## src/core/fcd_pkg.sv

```systemverilog
`default_nettype none
package fcd_pkg;
  // Command codes and match masks
  localparam logic [7:0] OP_SENSE      = 8'h04;
  localparam logic [7:0] OP_SEEK       = 8'h0F;
  localparam logic [7:0] OP_RSEEK      = 8'h8F;
  localparam logic [7:0] OP_CONFIG     = 8'h13;
  localparam logic [7:0] OP_DUMP       = 8'h0E;
  localparam logic [7:0] OP_RDID       = 8'h0A;
  localparam logic [7:0] OP_PERP       = 8'h12;
  localparam logic [7:0] OP_LOCK       = 8'h14;
  localparam logic [7:0] MASK_FULL     = 8'hFF;
  localparam logic [7:0] MASK_NO_B6    = 8'hBF;
  localparam logic [7:0] MASK_NO_B7    = 8'h7F;
  // Bit positions in command, parameter and result bytes
  localparam int BIT_DENSITY  = 6;
  localparam int BIT_DIR      = 6;
  localparam int BIT_LOCK     = 7;
  localparam int BIT_LOCK_RES = 4;
  localparam int BIT_HEAD     = 2;
  localparam int BIT_ISEEK_EN = 6;
  localparam int BIT_FIFO_OFF = 5;
  localparam int BIT_POLL     = 4;
  localparam int BIT_OVERWRITE = 7;
  // Fixed result values
  localparam logic [7:0] STAT_INVALID  = 8'h80;
  localparam logic [3:0] RES_LEN_ONE   = 4'h1;
  localparam logic [3:0] RES_LEN_RDID  = 4'h7;
  localparam logic [3:0] RES_LEN_DUMP  = 4'hA;
  localparam int         DUMP_SHARED_POS = 6;
  // Reset values
  localparam logic       RST_ISEEK_EN  = 1'b0;
  localparam logic       RST_FIFO_OFF  = 1'b1;
  localparam logic       RST_POLL      = 1'b0;
  localparam logic [3:0] RST_THR       = 4'h0;
  localparam logic [7:0] RST_PRECOMP   = 8'h00;
  localparam logic [7:0] RST_CYL       = 8'h00;

  typedef enum logic [5:0] {
    ST_IDLE     = 6'b00_0001,
    ST_PARAM    = 6'b00_0010,
    ST_DISPATCH = 6'b00_0100,
    ST_WSEEK    = 6'b00_1000,
    ST_WRDID    = 6'b01_0000,
    ST_RESULT   = 6'b10_0000
  } fcd_fsm_e;

  typedef struct packed {
    logic       implied_seek_enable;
    logic       fifo_off_bit;
    logic       poll_off;
    logic [3:0] fifo_threshold;
    logic [7:0] precomp_start_track;
  } fcd_cfg_s;

  typedef struct packed {
    logic [3:0] drive_bits;
    logic       gap;
    logic       write_gate_preerase;
  } fcd_perp_s;

  typedef struct packed {
    logic [7:0] cyl;
    logic [7:0] head;
    logic [7:0] sector;
    logic [7:0] size_code;
  } fcd_id_s;

  typedef struct packed {
    logic [1:0] drive;
    logic       head;
    logic [7:0] cyl;
  } fcd_seek_s;

  typedef struct packed {
    logic [3:0] step_rate_time;
    logic [3:0] head_unload_time;
    logic [6:0] head_load_time;
    logic       non_dma_flag;
  } fcd_spec_s;
endpackage
`default_nettype wire

```

## src/core/fcd_floppy_cmd_phase_decoder.sv

```systemverilog
`default_nettype none
// Functional notes
// - Drive status query takes head/drive byte, returns one status byte of that drive.
// - Seek takes drive byte and target cylinder, moves head, returns no result.
// - Read identifier passes density flag, captures first good identifier on cylinder.
// - Read identifier returns status zero, one, two, then cylinder, head, sector, size.
// - Invalid code does nothing, enters standby, returns single byte 80H.
// - Register dump returns sector count after format, final sector after read/write.
// - Perpendicular drive bits are internal only, never touch drive select outputs.
// - With implied seek enabled, seek automatically before data transfer to another cylinder, host unaware.
module fcd_floppy_cmd_phase_decoder
  import fcd_pkg::*;
(
  // Clock and reset
  input  wire logic        clk,
  input  wire logic        reset,
  // Command and parameter bytes from the data FIFO
  input  wire logic [7:0]  cmd_byte,
  input  wire logic        cmd_valid,
  output logic             cmd_ready,
  // Result bytes to the data FIFO
  output logic [7:0]       res_byte,
  output logic             res_valid,
  input  wire logic        res_ready,
  // Drive side: seek
  output logic             seek_req,
  output fcd_seek_s        seek_cmd,
  input  wire logic        seek_done,
  // Drive side: read identifier
  output logic             rdid_req,
  output logic             rdid_density,
  output fcd_seek_s        rdid_sel,
  input  wire logic        rdid_done,
  input  wire logic [7:0]  rdid_status_zero,
  input  wire logic [7:0]  rdid_status_one,
  input  wire logic [7:0]  rdid_status_two,
  input  wire fcd_id_s     rdid_id,
  // Drive status per drive
  input  wire logic [3:0][7:0] drive_status,
  // Data transfer hand-off
  input  wire logic        xfer_req,
  input  wire logic [1:0]  xfer_drive,
  input  wire logic [7:0]  xfer_cyl,
  output logic             xfer_ready,
  output logic             xfer_go,
  // State shared with other command logic
  input  wire fcd_spec_s   spec,
  input  wire logic        last_cmd_format,
  input  wire logic [7:0]  sectors_per_track_count,
  input  wire logic [7:0]  final_sector_number,
  output fcd_cfg_s         cfg,
  output fcd_perp_s        perp_cfg,
  output logic             cfg_lock,
  output logic             standby
);

  typedef struct packed {
    fcd_fsm_e        fsm;
    logic [7:0]      op;
    logic [1:0]      cnt;
    logic [2:0][7:0] prm;
    logic [9:0][7:0] res;
    logic [3:0]      res_len;
    logic [3:0]      res_idx;
    fcd_cfg_s        cfg;
    fcd_perp_s       perp;
    logic            lock;
    logic            standby;
    logic [3:0][7:0] present_cylinder;
    logic            seek_req;
    fcd_seek_s       seek;
    logic            implied;
    logic            rdid_req;
    logic            density;
    logic            xfer_go;
  } fcd_state_s;

  fcd_state_s q, d;

  function automatic logic is_op(input logic [7:0] op, input logic [7:0] code,
                                 input logic [7:0] mask);
    is_op = (op & mask) == code;
  endfunction

  function automatic logic [1:0] param_count(input logic [7:0] op);
    if (is_op(op, OP_CONFIG, MASK_FULL))
      param_count = 2'd3;
    else if (is_op(op, OP_SEEK, MASK_FULL) || is_op(op, OP_RSEEK, MASK_NO_B6))
      param_count = 2'd2;
    else if (is_op(op, OP_SENSE, MASK_FULL) || is_op(op, OP_RDID, MASK_NO_B6) ||
             is_op(op, OP_PERP, MASK_FULL))
      param_count = 2'd1;
    else
      param_count = 2'd0;
  endfunction

  always_comb begin
    d          = q;
    d.seek_req = 1'b0;
    d.rdid_req = 1'b0;
    d.xfer_go  = 1'b0;
    case (q.fsm)
      ST_IDLE: begin
        if (cmd_valid) begin
          d.op      = cmd_byte;
          d.cnt     = 2'd0;
          d.standby = 1'b0;
          d.fsm     = (param_count(cmd_byte) == 2'd0) ? ST_DISPATCH : ST_PARAM;
        end else if (xfer_req) begin
          // Seek is hidden from the host: only xfer_go is seen afterwards
          if (q.cfg.implied_seek_enable && xfer_cyl != q.present_cylinder[xfer_drive]) begin
            d.seek_req = 1'b1;
            d.seek     = '{drive: xfer_drive, head: 1'b0, cyl: xfer_cyl};
            d.implied  = 1'b1;
            d.fsm      = ST_WSEEK;
          end else begin
            d.xfer_go = 1'b1;
          end
        end
      end
      ST_PARAM: begin
        if (cmd_valid) begin
          d.prm[q.cnt] = cmd_byte;
          d.cnt        = q.cnt + 2'd1;
          if (q.cnt + 2'd1 == param_count(q.op))
            d.fsm = ST_DISPATCH;
        end
      end
      ST_DISPATCH: begin
        d.res_idx = 4'h0;
        d.res_len = RES_LEN_ONE;
        d.fsm     = ST_RESULT;
        if (is_op(q.op, OP_SENSE, MASK_FULL)) begin
          d.res[0] = {drive_status[q.prm[0][1:0]][7:3], q.prm[0][2:0]};
        end else if (is_op(q.op, OP_SEEK, MASK_FULL)) begin
          d.seek_req = 1'b1;
          d.seek     = '{drive: q.prm[0][1:0], head: q.prm[0][BIT_HEAD], cyl: q.prm[1]};
          d.implied  = 1'b0;
          d.fsm      = ST_WSEEK;
        end else if (is_op(q.op, OP_RSEEK, MASK_NO_B6)) begin
          d.seek_req = 1'b1;
          d.seek.drive = q.prm[0][1:0];
          d.seek.head  = q.prm[0][BIT_HEAD];
          // Relative count wraps modulo 256; no clamping at track 0
          d.seek.cyl   = q.op[BIT_DIR] ? q.present_cylinder[q.prm[0][1:0]] + q.prm[1]
                                       : q.present_cylinder[q.prm[0][1:0]] - q.prm[1];
          d.implied  = 1'b0;
          d.fsm      = ST_WSEEK;
        end else if (is_op(q.op, OP_CONFIG, MASK_FULL)) begin
          d.cfg.implied_seek_enable = q.prm[1][BIT_ISEEK_EN];
          d.cfg.fifo_off_bit        = q.prm[1][BIT_FIFO_OFF];
          d.cfg.poll_off            = q.prm[1][BIT_POLL];
          d.cfg.fifo_threshold      = q.prm[1][3:0];
          d.cfg.precomp_start_track = q.prm[2];
          d.fsm                     = ST_IDLE;
        end else if (is_op(q.op, OP_DUMP, MASK_FULL)) begin
          d.res[3:0] = {q.present_cylinder[3], q.present_cylinder[2],
                        q.present_cylinder[1], q.present_cylinder[0]};
          d.res[4]   = {spec.step_rate_time, spec.head_unload_time};
          d.res[5]   = {spec.head_load_time, spec.non_dma_flag};
          d.res[DUMP_SHARED_POS] = last_cmd_format ? sectors_per_track_count
                                               : final_sector_number;
          d.res[7]   = {q.lock, 1'b0, q.perp};
          d.res[8]   = {1'b0, q.cfg.implied_seek_enable, q.cfg.fifo_off_bit,
                        q.cfg.poll_off, q.cfg.fifo_threshold};
          d.res[9]   = q.cfg.precomp_start_track;
          d.res_len  = RES_LEN_DUMP;
        end else if (is_op(q.op, OP_RDID, MASK_NO_B6)) begin
          d.rdid_req   = 1'b1;
          d.density    = q.op[BIT_DENSITY];
          d.seek.drive = q.prm[0][1:0];
          d.seek.head  = q.prm[0][BIT_HEAD];
          d.fsm        = ST_WRDID;
        end else if (is_op(q.op, OP_PERP, MASK_FULL)) begin
          // Kept apart from the drive select outputs on purpose
          if (q.prm[0][BIT_OVERWRITE])
            d.perp.drive_bits = q.prm[0][5:2];
          d.perp.gap                 = q.prm[0][1];
          d.perp.write_gate_preerase = q.prm[0][0];
          d.fsm                      = ST_IDLE;
        end else if (is_op(q.op, OP_LOCK, MASK_NO_B7)) begin
          d.lock   = q.op[BIT_LOCK];
          d.res[0] = 8'h00;
          d.res[0][BIT_LOCK_RES] = q.op[BIT_LOCK];
        end else begin
          d.res[0]  = STAT_INVALID;
          d.standby = 1'b1;
        end
      end
      ST_WSEEK: begin
        if (seek_done) begin
          d.present_cylinder[q.seek.drive] = q.seek.cyl;
          d.xfer_go = q.implied;
          d.implied = 1'b0;
          d.fsm     = ST_IDLE;
        end
      end
      ST_WRDID: begin
        if (rdid_done) begin
          d.res[6:0] = {rdid_id.size_code, rdid_id.sector, rdid_id.head, rdid_id.cyl,
                        rdid_status_two, rdid_status_one, rdid_status_zero};
          d.res_len  = RES_LEN_RDID;
          d.res_idx  = 4'h0;
          d.fsm      = ST_RESULT;
        end
      end
      ST_RESULT: begin
        if (res_ready) begin
          d.res_idx = q.res_idx + 4'h1;
          if (q.res_idx + 4'h1 == q.res_len)
            d.fsm = ST_IDLE;
        end
      end
      default: d.fsm = ST_IDLE;
    endcase
  end

  always_ff @(posedge clk) begin
    if (reset) begin
      q <= '0;
      q.fsm <= ST_IDLE;
      q.cfg <= '{RST_ISEEK_EN, RST_FIFO_OFF, RST_POLL, RST_THR, RST_PRECOMP};
      q.present_cylinder <= {4{RST_CYL}};
    end else begin
      q <= d;
    end
  end

  assign cmd_ready    = (q.fsm == ST_IDLE) || (q.fsm == ST_PARAM);
  assign xfer_ready   = (q.fsm == ST_IDLE) && !cmd_valid;
  assign res_valid    = (q.fsm == ST_RESULT);
  assign res_byte     = (q.res_idx < RES_LEN_DUMP) ? q.res[q.res_idx] : 8'h00;
  assign seek_req     = q.seek_req;
  assign seek_cmd     = q.seek;
  assign rdid_req     = q.rdid_req;
  assign rdid_density = q.density;
  assign rdid_sel     = q.seek;
  assign xfer_go      = q.xfer_go;
  assign cfg          = q.cfg;
  assign perp_cfg     = q.perp;
  assign cfg_lock     = q.lock;
  assign standby      = q.standby;

  logic res_idx_is0;
  assign res_idx_is0 = (q.res_idx == 4'h0);
endmodule
`default_nettype wire

```

## config.mk

```make
export PLATFORM = sky130hd
export DESIGN_NAME = fcd_floppy_cmd_phase_decoder
export DESIGN_NICKNAME = d
export VERILOG_FILES = /design/src/core/fcd_pkg.sv /design/src/core/fcd_floppy_cmd_phase_decoder.sv
export SDC_FILE = /design/constraint.sdc
export NUM_CORES = 1
export LEC_CHECK = 0
export BUFFER_PORTS_ARGS = -buffer_cell sky130_fd_sc_hd__buf_2
export CORE_ASPECT_RATIO = 0.75
export CORE_UTILIZATION = 30
export DETAILED_ROUTE_END_ITERATION = 6
export GPL_TIMING_DRIVEN = 0
export SYNTH_ARGS = -nofsm -noshare
export SYNTH_HDL_FRONTEND = slang
export SYNTH_SLANG_ARGS = --single-unit
```

## constraint.sdc

```tcl
create_clock -name clk -period 11.01 [get_ports clk]
set_clock_uncertainty 0.1 [all_clocks]
set_input_delay 0.5505 -clock clk [delete_from_list [all_inputs] [get_ports clk]]
set_output_delay 0.5505 -clock clk [all_outputs]
set_load 0.1 [all_outputs]
```

=== Yosys cells after proc, flatten, opt, wreduce, memory -nomap -nowiden ===
Cells that the tools add are included.

* Output and inout bits: 60
* Logic and storage cells: 249
* Bits of input ports: 146
* Bits in registers: 197

* Multiplexer cells: 98
* Reduce and logical (&&, ||, !) cells: 38
* Bitwise gates (word level): 8
* $add $sub $neg: 4
* Equal/unequal tests: 53
* $lt $le $gt $ge: 8

{| class="wikitable"
|+ Operator list
! kind !! number
|-
| two-way mux 60 bit || 3
|-
| case mux 60 bit (2 select lines) || 1
|-
| two-way mux 8 bit || 14
|-
| two-way mux 48 bit || 2
|-
| two-way mux 6 bit || 16
|-
| two-way mux 64 bit || 1
|-
| two-way mux 13 bit || 4
|-
| binary-select mux 8 bit (select 2 bit) || 3
|-
| case mux 6 bit (6 select lines) || 1
|-
| inequality test 2 bit, second input constant || 17
|-
| binary-select mux 8 bit (select 4 bit) || 1
|-
| bitwise mux 32 bit || 1
|-
| demux 8 bit (select 2 bit) || 2
|-
| == test 8 x 5 -> 1 bit, second input constant || 4
|-
| two-way mux 2 bit || 14
|-
| AND reduction 7 bit || 4
|-
| two-way mux 26 bit || 1
|-
| bitwise mux 24 bit || 1
|-
| == test 8 x 4 -> 1 bit, second input constant || 3
|-
| case mux 12 bit (2 select lines) || 1
|-
| AND reduction 8 bit || 3
|-
| inequality test 4 bit, second input constant || 5
|-
| inequality test 3 bit, second input constant || 6
|-
| AND reduction 9 bit || 2
|-
| other kinds (44) || 99
|}

=== Logic depth before layout (Yosys ltp) ===
* Word-level depth: 12
* Depth in mapped cells: 13
* Depth with buffers taken out: 12

=== Least setup slack after synthesis ===
OpenSTA, ideal clock, no wires.

* Kind: register to output
* From: reg q[71] (netlist name)
* To: out res_byte[0]
* Buffers on the path: 3
* Stages on the path, launching flop included: 7
* Required time: 10,359 ps
* Data arrival time: 3,846 ps
* Path slack: 6,513 ps
* Cell sequence: dfxtp_1 -> buf_2 -> buf_1 -> clkbuf_1 -> mux4_2 -> a22oi_1 -> o21ai_0

* Cells in the longest elaborated chain, start to end: 3
* Elaborated cells on any way between the ends: 4
* Those cells by class: 1 x order compare; 3 x mux

{| class="wikitable"
|+ RTL lines
! item !! RTL line !! RTL
|-
| start, declared || fcd_floppy_cmd_phase_decoder.sv:78 || <nowiki>fcd_state_s q, d;</nowiki>
|-
| binary-select mux 8 bit (select 4 bit) || fcd_floppy_cmd_phase_decoder.sv:232 || <nowiki>assign res_byte = (q.res_idx < RES_LEN_DUMP) ? q.res[q.res_idx] : 8'h00;</nowiki>
|-
| two-way mux 8 bit (implied by the code) || fcd_floppy_cmd_phase_decoder.sv:232 ||
|-
| two-way mux 8 bit (*) || fcd_floppy_cmd_phase_decoder.sv:232 ||
|-
| end, declared || fcd_floppy_cmd_phase_decoder.sv:22 || <nowiki>output logic [7:0] res_byte,</nowiki>
|}

Every way passes the cells marked *; elsewhere a longest branch is shown, timed or not. The select of a mux whose other input is x is not followed.

=== Final worst setup path ===
* From: reg q[159] (netlist name)
* To: reg q, in the netlist rdid_sel[7]

* Cells in the longest elaborated chain, start to end: 8
* Elaborated cells on any way between the ends: 9
* Those cells by class: 2 x add/sub; 7 x mux

{| class="wikitable"
|+ RTL lines
! item !! RTL line !! RTL
|-
| binary-select mux 8 bit (select 2 bit) (*) || fcd_floppy_cmd_phase_decoder.sv:145, fcd_floppy_cmd_phase_decoder.sv:146 ||
|-
| two-way mux 8 bit (implied by the code) (*) || fcd_floppy_cmd_phase_decoder.sv:145, fcd_floppy_cmd_phase_decoder.sv:146 ||
|-
| subtractor 8 bit / adder 8 bit (equally long branches) || fcd_floppy_cmd_phase_decoder.sv:146, fcd_floppy_cmd_phase_decoder.sv:145 ||
|-
| two-way mux 8 bit (*) || fcd_floppy_cmd_phase_decoder.sv:145 || <nowiki>d.seek.cyl = q.op[BIT_DIR] ? q.present_cylinder[q.prm[0][1:0]] + q.prm[1]</nowiki>
|-
| two-way mux 9 bit (*) || fcd_floppy_cmd_phase_decoder.sv:140 || <nowiki>end else if (is_op(q.op, OP_RSEEK, MASK_NO_B6)) begin</nowiki>
|-
| two-way mux 13 bit (*) || fcd_floppy_cmd_phase_decoder.sv:135 || <nowiki>end else if (is_op(q.op, OP_SEEK, MASK_FULL)) begin</nowiki>
|-
| two-way mux 15 bit (*) || fcd_floppy_cmd_phase_decoder.sv:133 || <nowiki>if (is_op(q.op, OP_SENSE, MASK_FULL)) begin</nowiki>
|-
| case mux 12 bit (2 select lines) (*) || fcd_floppy_cmd_phase_decoder.sv:102 || <nowiki>case (q.fsm)</nowiki>
|}

Marks and branches as above.
A chain may end at the register's enable or synchronous reset.

==> metrics.md <==
| Metric | Value |
|---|---|
| Fin Hold WS | around 0.3 ns |
| Kind of critical path | flip-flop to flip-flop |
| Period minus WS final | approximately 4.5 ns |
| Die Footprint | ~35,000 um^2 |
| Fin util | 0.367 |
| Final HPWL DP | around 29,000 um |
| Final wirelength | about 36,000 um |
| Placed inst area | approximately 12,000 um^2 |
| Critical path data arrival time | roughly 4.8 ns |
| Synth Warn # | 0 |
| Setup crit start kind | flip-flop |
| Max-slew violations | 0 |
| Finished Layout Cells | around 1,900 |
| Number of synthesized flops with an enable pin | 0 |
| Final Wtd Congestion | a little under 0.9 |
| FP Rows | 58 |
| H-Tree Depth | 4 |
| Vias in the first global route | roughly 9,000 |
| Power share of the combinational group | 0.104 |
| Dpl cells | roughly 1,800 |
| Overall global routing resource usage | 0.208 |
| Cts repair resizes | 0 |
| Diode count | 0 |
| Top Ports | 206 |
| DRC Markers | 0 |
| # setup viols final | 0 |
| Fmax | roughly 220 MHz |
| CTS Buf Count | 17 |
| Initial Utilization | 0.306 |
| Final nets | approximately 1,500 |
| Final Hold Fails | 0 |
| Initial antenna violation count | 0 |
| Area Growth Syn to Fin | 19.7% |
| Sw Share | 0.282 |
| Clock transition at the registers of the reported paths | approximately 0.080 ns |
| Slew HR | 0.246 |
| Die extent in y | between 150 and 200 um |
| Clk_lat worst skew | around 0.46 ns |
| First-pass GRT wire length | 54,800 um |
| Crit path required time | 11.27 ns |
| Post-synth top flop | dfxtp_1 |
| Buffer count from post-CTS setup fixing | 0 |
| FF-to-FF End | rdid_sel[7]$_SDFFE_PP0P_ |
| Core Region | 33,700 um^2 |
| Power Density | roughly 120 nW/um^2 |
| Seq pwr share | 0.489 |
| Layout fillers | about 3,600 |
| RSZ-0062 raised after global routing | no |
| Post-synthesis cell count | 1,184 |
| Crit path from | q[159]$_SDFFE_PP0P_ |
| TritonRoute pass-1 iters | 6 |
| Hold WC Path Type | input pin to flip-flop |
| Chip width | 216 um |
| Post-Syn Area per Cell | a little under 9 um^2 |
| Clk pwr share | 0.407 |
| Mapped Area | roughly 10,000 um^2 |
| Clock sink count | 196 |
| Synth Register Bits | between 150 and 200 |
| Share of cells above drive strength 1 | 0.245 |
| Largest net degree at the start of global routing | 19 |
| CP endpoint kind | flip-flop |
| Critical Path Sink | rdid_sel[7]$_SDFFE_PP0P_ |
| Finished Cell Area | around 12,000 um^2 |
| IO buf count | about 180 |
| Unique masters post-synth | 72 |
| Reg2reg setup slack | around 6.5 ns |
| Remaining global-route overflow | 0 |
| Sequential cell area fraction in the yosys report | 0.380 |
| Post-Syn Nets | about 1,300 |
| Net Sw Power | 0.416 mW |
| Worst Tran Pin Value | about 1.1 ns |
| Async SR Flop Fraction | 0 |
| Peak VDD IR | about 0.079 mV |
| Via density | around 5.2 |
| WL/cell | 19.5 um |
| Total of max-cap violations | 0 |
| Initial DRC count | 781 |
| Lkg Pwr | 4.62 nW |
| CTS hold repair buffers | 0 |
| P_int | 1.06 mW |
| Status | complete, no violations |
| ANT nets after route | 0 |
| Fin crit share | 0.410 |
| Clock root cell | clkbuf_16 |
| CTS Buffer Depth | 2 |
| Setup tns final | 0 ns |
| Critical R2R Launch | q[159]$_SDFFE_PP0P_ |
| CP max FO | 10 |
| R2R cell count | 10 |
| Routed via count | 9,634 |
| CTS tree | done |
==> registers in the layout, indices dropped and copies added (netlist names) <==
name	cells
perp_cfg	6
seek_req	1
xfer_go	1
rdid_density	1
rdid_sel	11
q	158
cfg_lock	1
cfg	15
rdid_req	1
standby	1
==> per-stage QoR <==
step,worst slack [ns],power [mW]
4_1_cts,6.52,1.49
3_5_place_dp,6.59,0.890
3_3_place_gp,6.66,0.889
6_report,6.50,1.48
2_1_floorplan,6.51,0.831
5_1_grt,6.27,1.53
==> worst min path at each step <==
stage / cells past startpoint / endpoint / slack (ns) / from
floorplan: 2 / q[158]$_SDFFE_PP0P_ / 0.33 / q[158]$_SDFFE_PP0P_
global placement: 2 / q[148]$_SDFFE_PP0P_ / 0.34 / q[148]$_SDFFE_PP0P_
detailed placement: 2 / q[146]$_SDFFE_PP0P_ / 0.35 / q[146]$_SDFFE_PP0P_
CTS: 3 / q[122]$_SDFFE_PP0P_ / 0.28 / spec[3]
global route: 3 / q[77]$_SDFFE_PP0P_ / 0.29 / rdid_done
finish: 3 / q[125]$_SDFFE_PP0P_ / 0.29 / spec[6]
==> synth_stat cells, types with 2 or more instances <==
cell,instances,share of area
clkbuf_1,64,0.023
a21oi_1,80,0.039
buf_2,11,0.0053
o22ai_1,2,0.0012
a211oi_1,8,0.0058
inv_1,20,0.0073
xnor2_1,19,0.016
nand4_1,3,0.0018
a21o_1,5,0.0036
ha_1,12,0.015
a22oi_1,11,0.0080
nand2_1,144,0.052
buf_6,2,0.0022
and3_1,3,0.0018
or4b_1,2,0.0019
o31ai_1,2,0.0015
a221oi_1,63,0.053
and2_1,7,0.0042
mux4_2,36,0.079
mux2i_1,53,0.051
buf_4,45,0.033
o21bai_1,2,0.0015
mux2_2,16,0.017
xor2_1,7,0.0059
buf_1,11,0.0040
nor3_1,62,0.030
dfxtp_1,196,0.38
nor2b_1,7,0.0042
a31oi_1,4,0.0024
nor2_1,141,0.051
o211ai_1,2,0.0015
nand2b_1,12,0.0073
or2_2,2,0.0012
nand3b_1,7,0.0051
nor3b_1,5,0.0036
nor3_2,2,0.0019
or3_1,2,0.0012
nor4_1,6,0.0036
nand3_1,36,0.017
o21ai_0,40,0.019
==> critical path, stage by stage (launching register included) <==
cell and delay, ns:
dfxtp_1 0.33, buf_2 0.33, buf_1 0.73, mux4_2 0.61
ha_1 0.37, a21o_1 0.18, a31o_2 0.23, o41ai_1 0.59
xnor2_1 0.16, or4b_1 0.50, a311oi_1 0.29
==> cells in the final DEF, fill, tap and decap left out, types with 45 or more instances in the layout <==
master | synthesis | final
a21oi_1 | 80 | 80
a221oi_1 | 63 | 63
buf_2 | 11 | 195
buf_4 | 45 | 45
clkbuf_1 | 64 | 64
dfxtp_1 | 196 | 196
mux2i_1 | 53 | 53
nand2_1 | 144 | 144
nor2_1 | 141 | 141
nor3_1 | 62 | 62
==> kinds of logic after synthesis <==
logic type / Yosys count / share of synthesized area
xor gates and xnor gates: 26 / 0.0221
AOI/OAI and AO/OA: 234 / 0.155
DFF: 196 / 0.380
and+or+nand+nor: 455 / 0.203
buffers and inverters: 155 / 0.0757
adders and majority gates: 13 / 0.0165
muxes: 105 / 0.147
==> routing by layer <==
| metal | up-vias | wire length (um) | GRT usage |
|---|---|---|---|
| met2 | 339 | 16100 | 0.317 |
| met5 | - | 0 | 0 |
| met3 | 33 | 2760 | 0.0441 |
| li1 | 4615 | - | - |
| met4 | 0 | 552 | 0.0499 |
| met1 | 4647 | 16700 | 0.297 |
==> area by class of cell <==
cell class | count | area (um^2) | share of cell area
Multi-Input combinational cell | 833 | 5610 | 0.454
Sequential cell | 196 | 3920 | 0.318
Timing Repair Buffer | 184 | 921 | 0.0746
Buffer | 134 | 702 | 0.0568
Tap cell | 450 | 563 | 0.0456
Clock buffer | 17 | 425 | 0.0344
Clock inverter | 15 | 124 | 0.0100
Inverter | 21 | 78.8 | 0.00638
==> power groups by stage <==
stage	Clock (mW)	Combinational, mW	Sequential (mW)
2_1_floorplan	0	0.0920	0.739
3_3_place_gp	0	0.151	0.738
4_1_cts	0.612	0.153	0.721
6_report	0.601	0.153	0.722
5_1_grt	0.642	0.165	0.723
3_5_place_dp	0	0.152	0.738
Note: power is estimated with default switching activity, not from simulation.
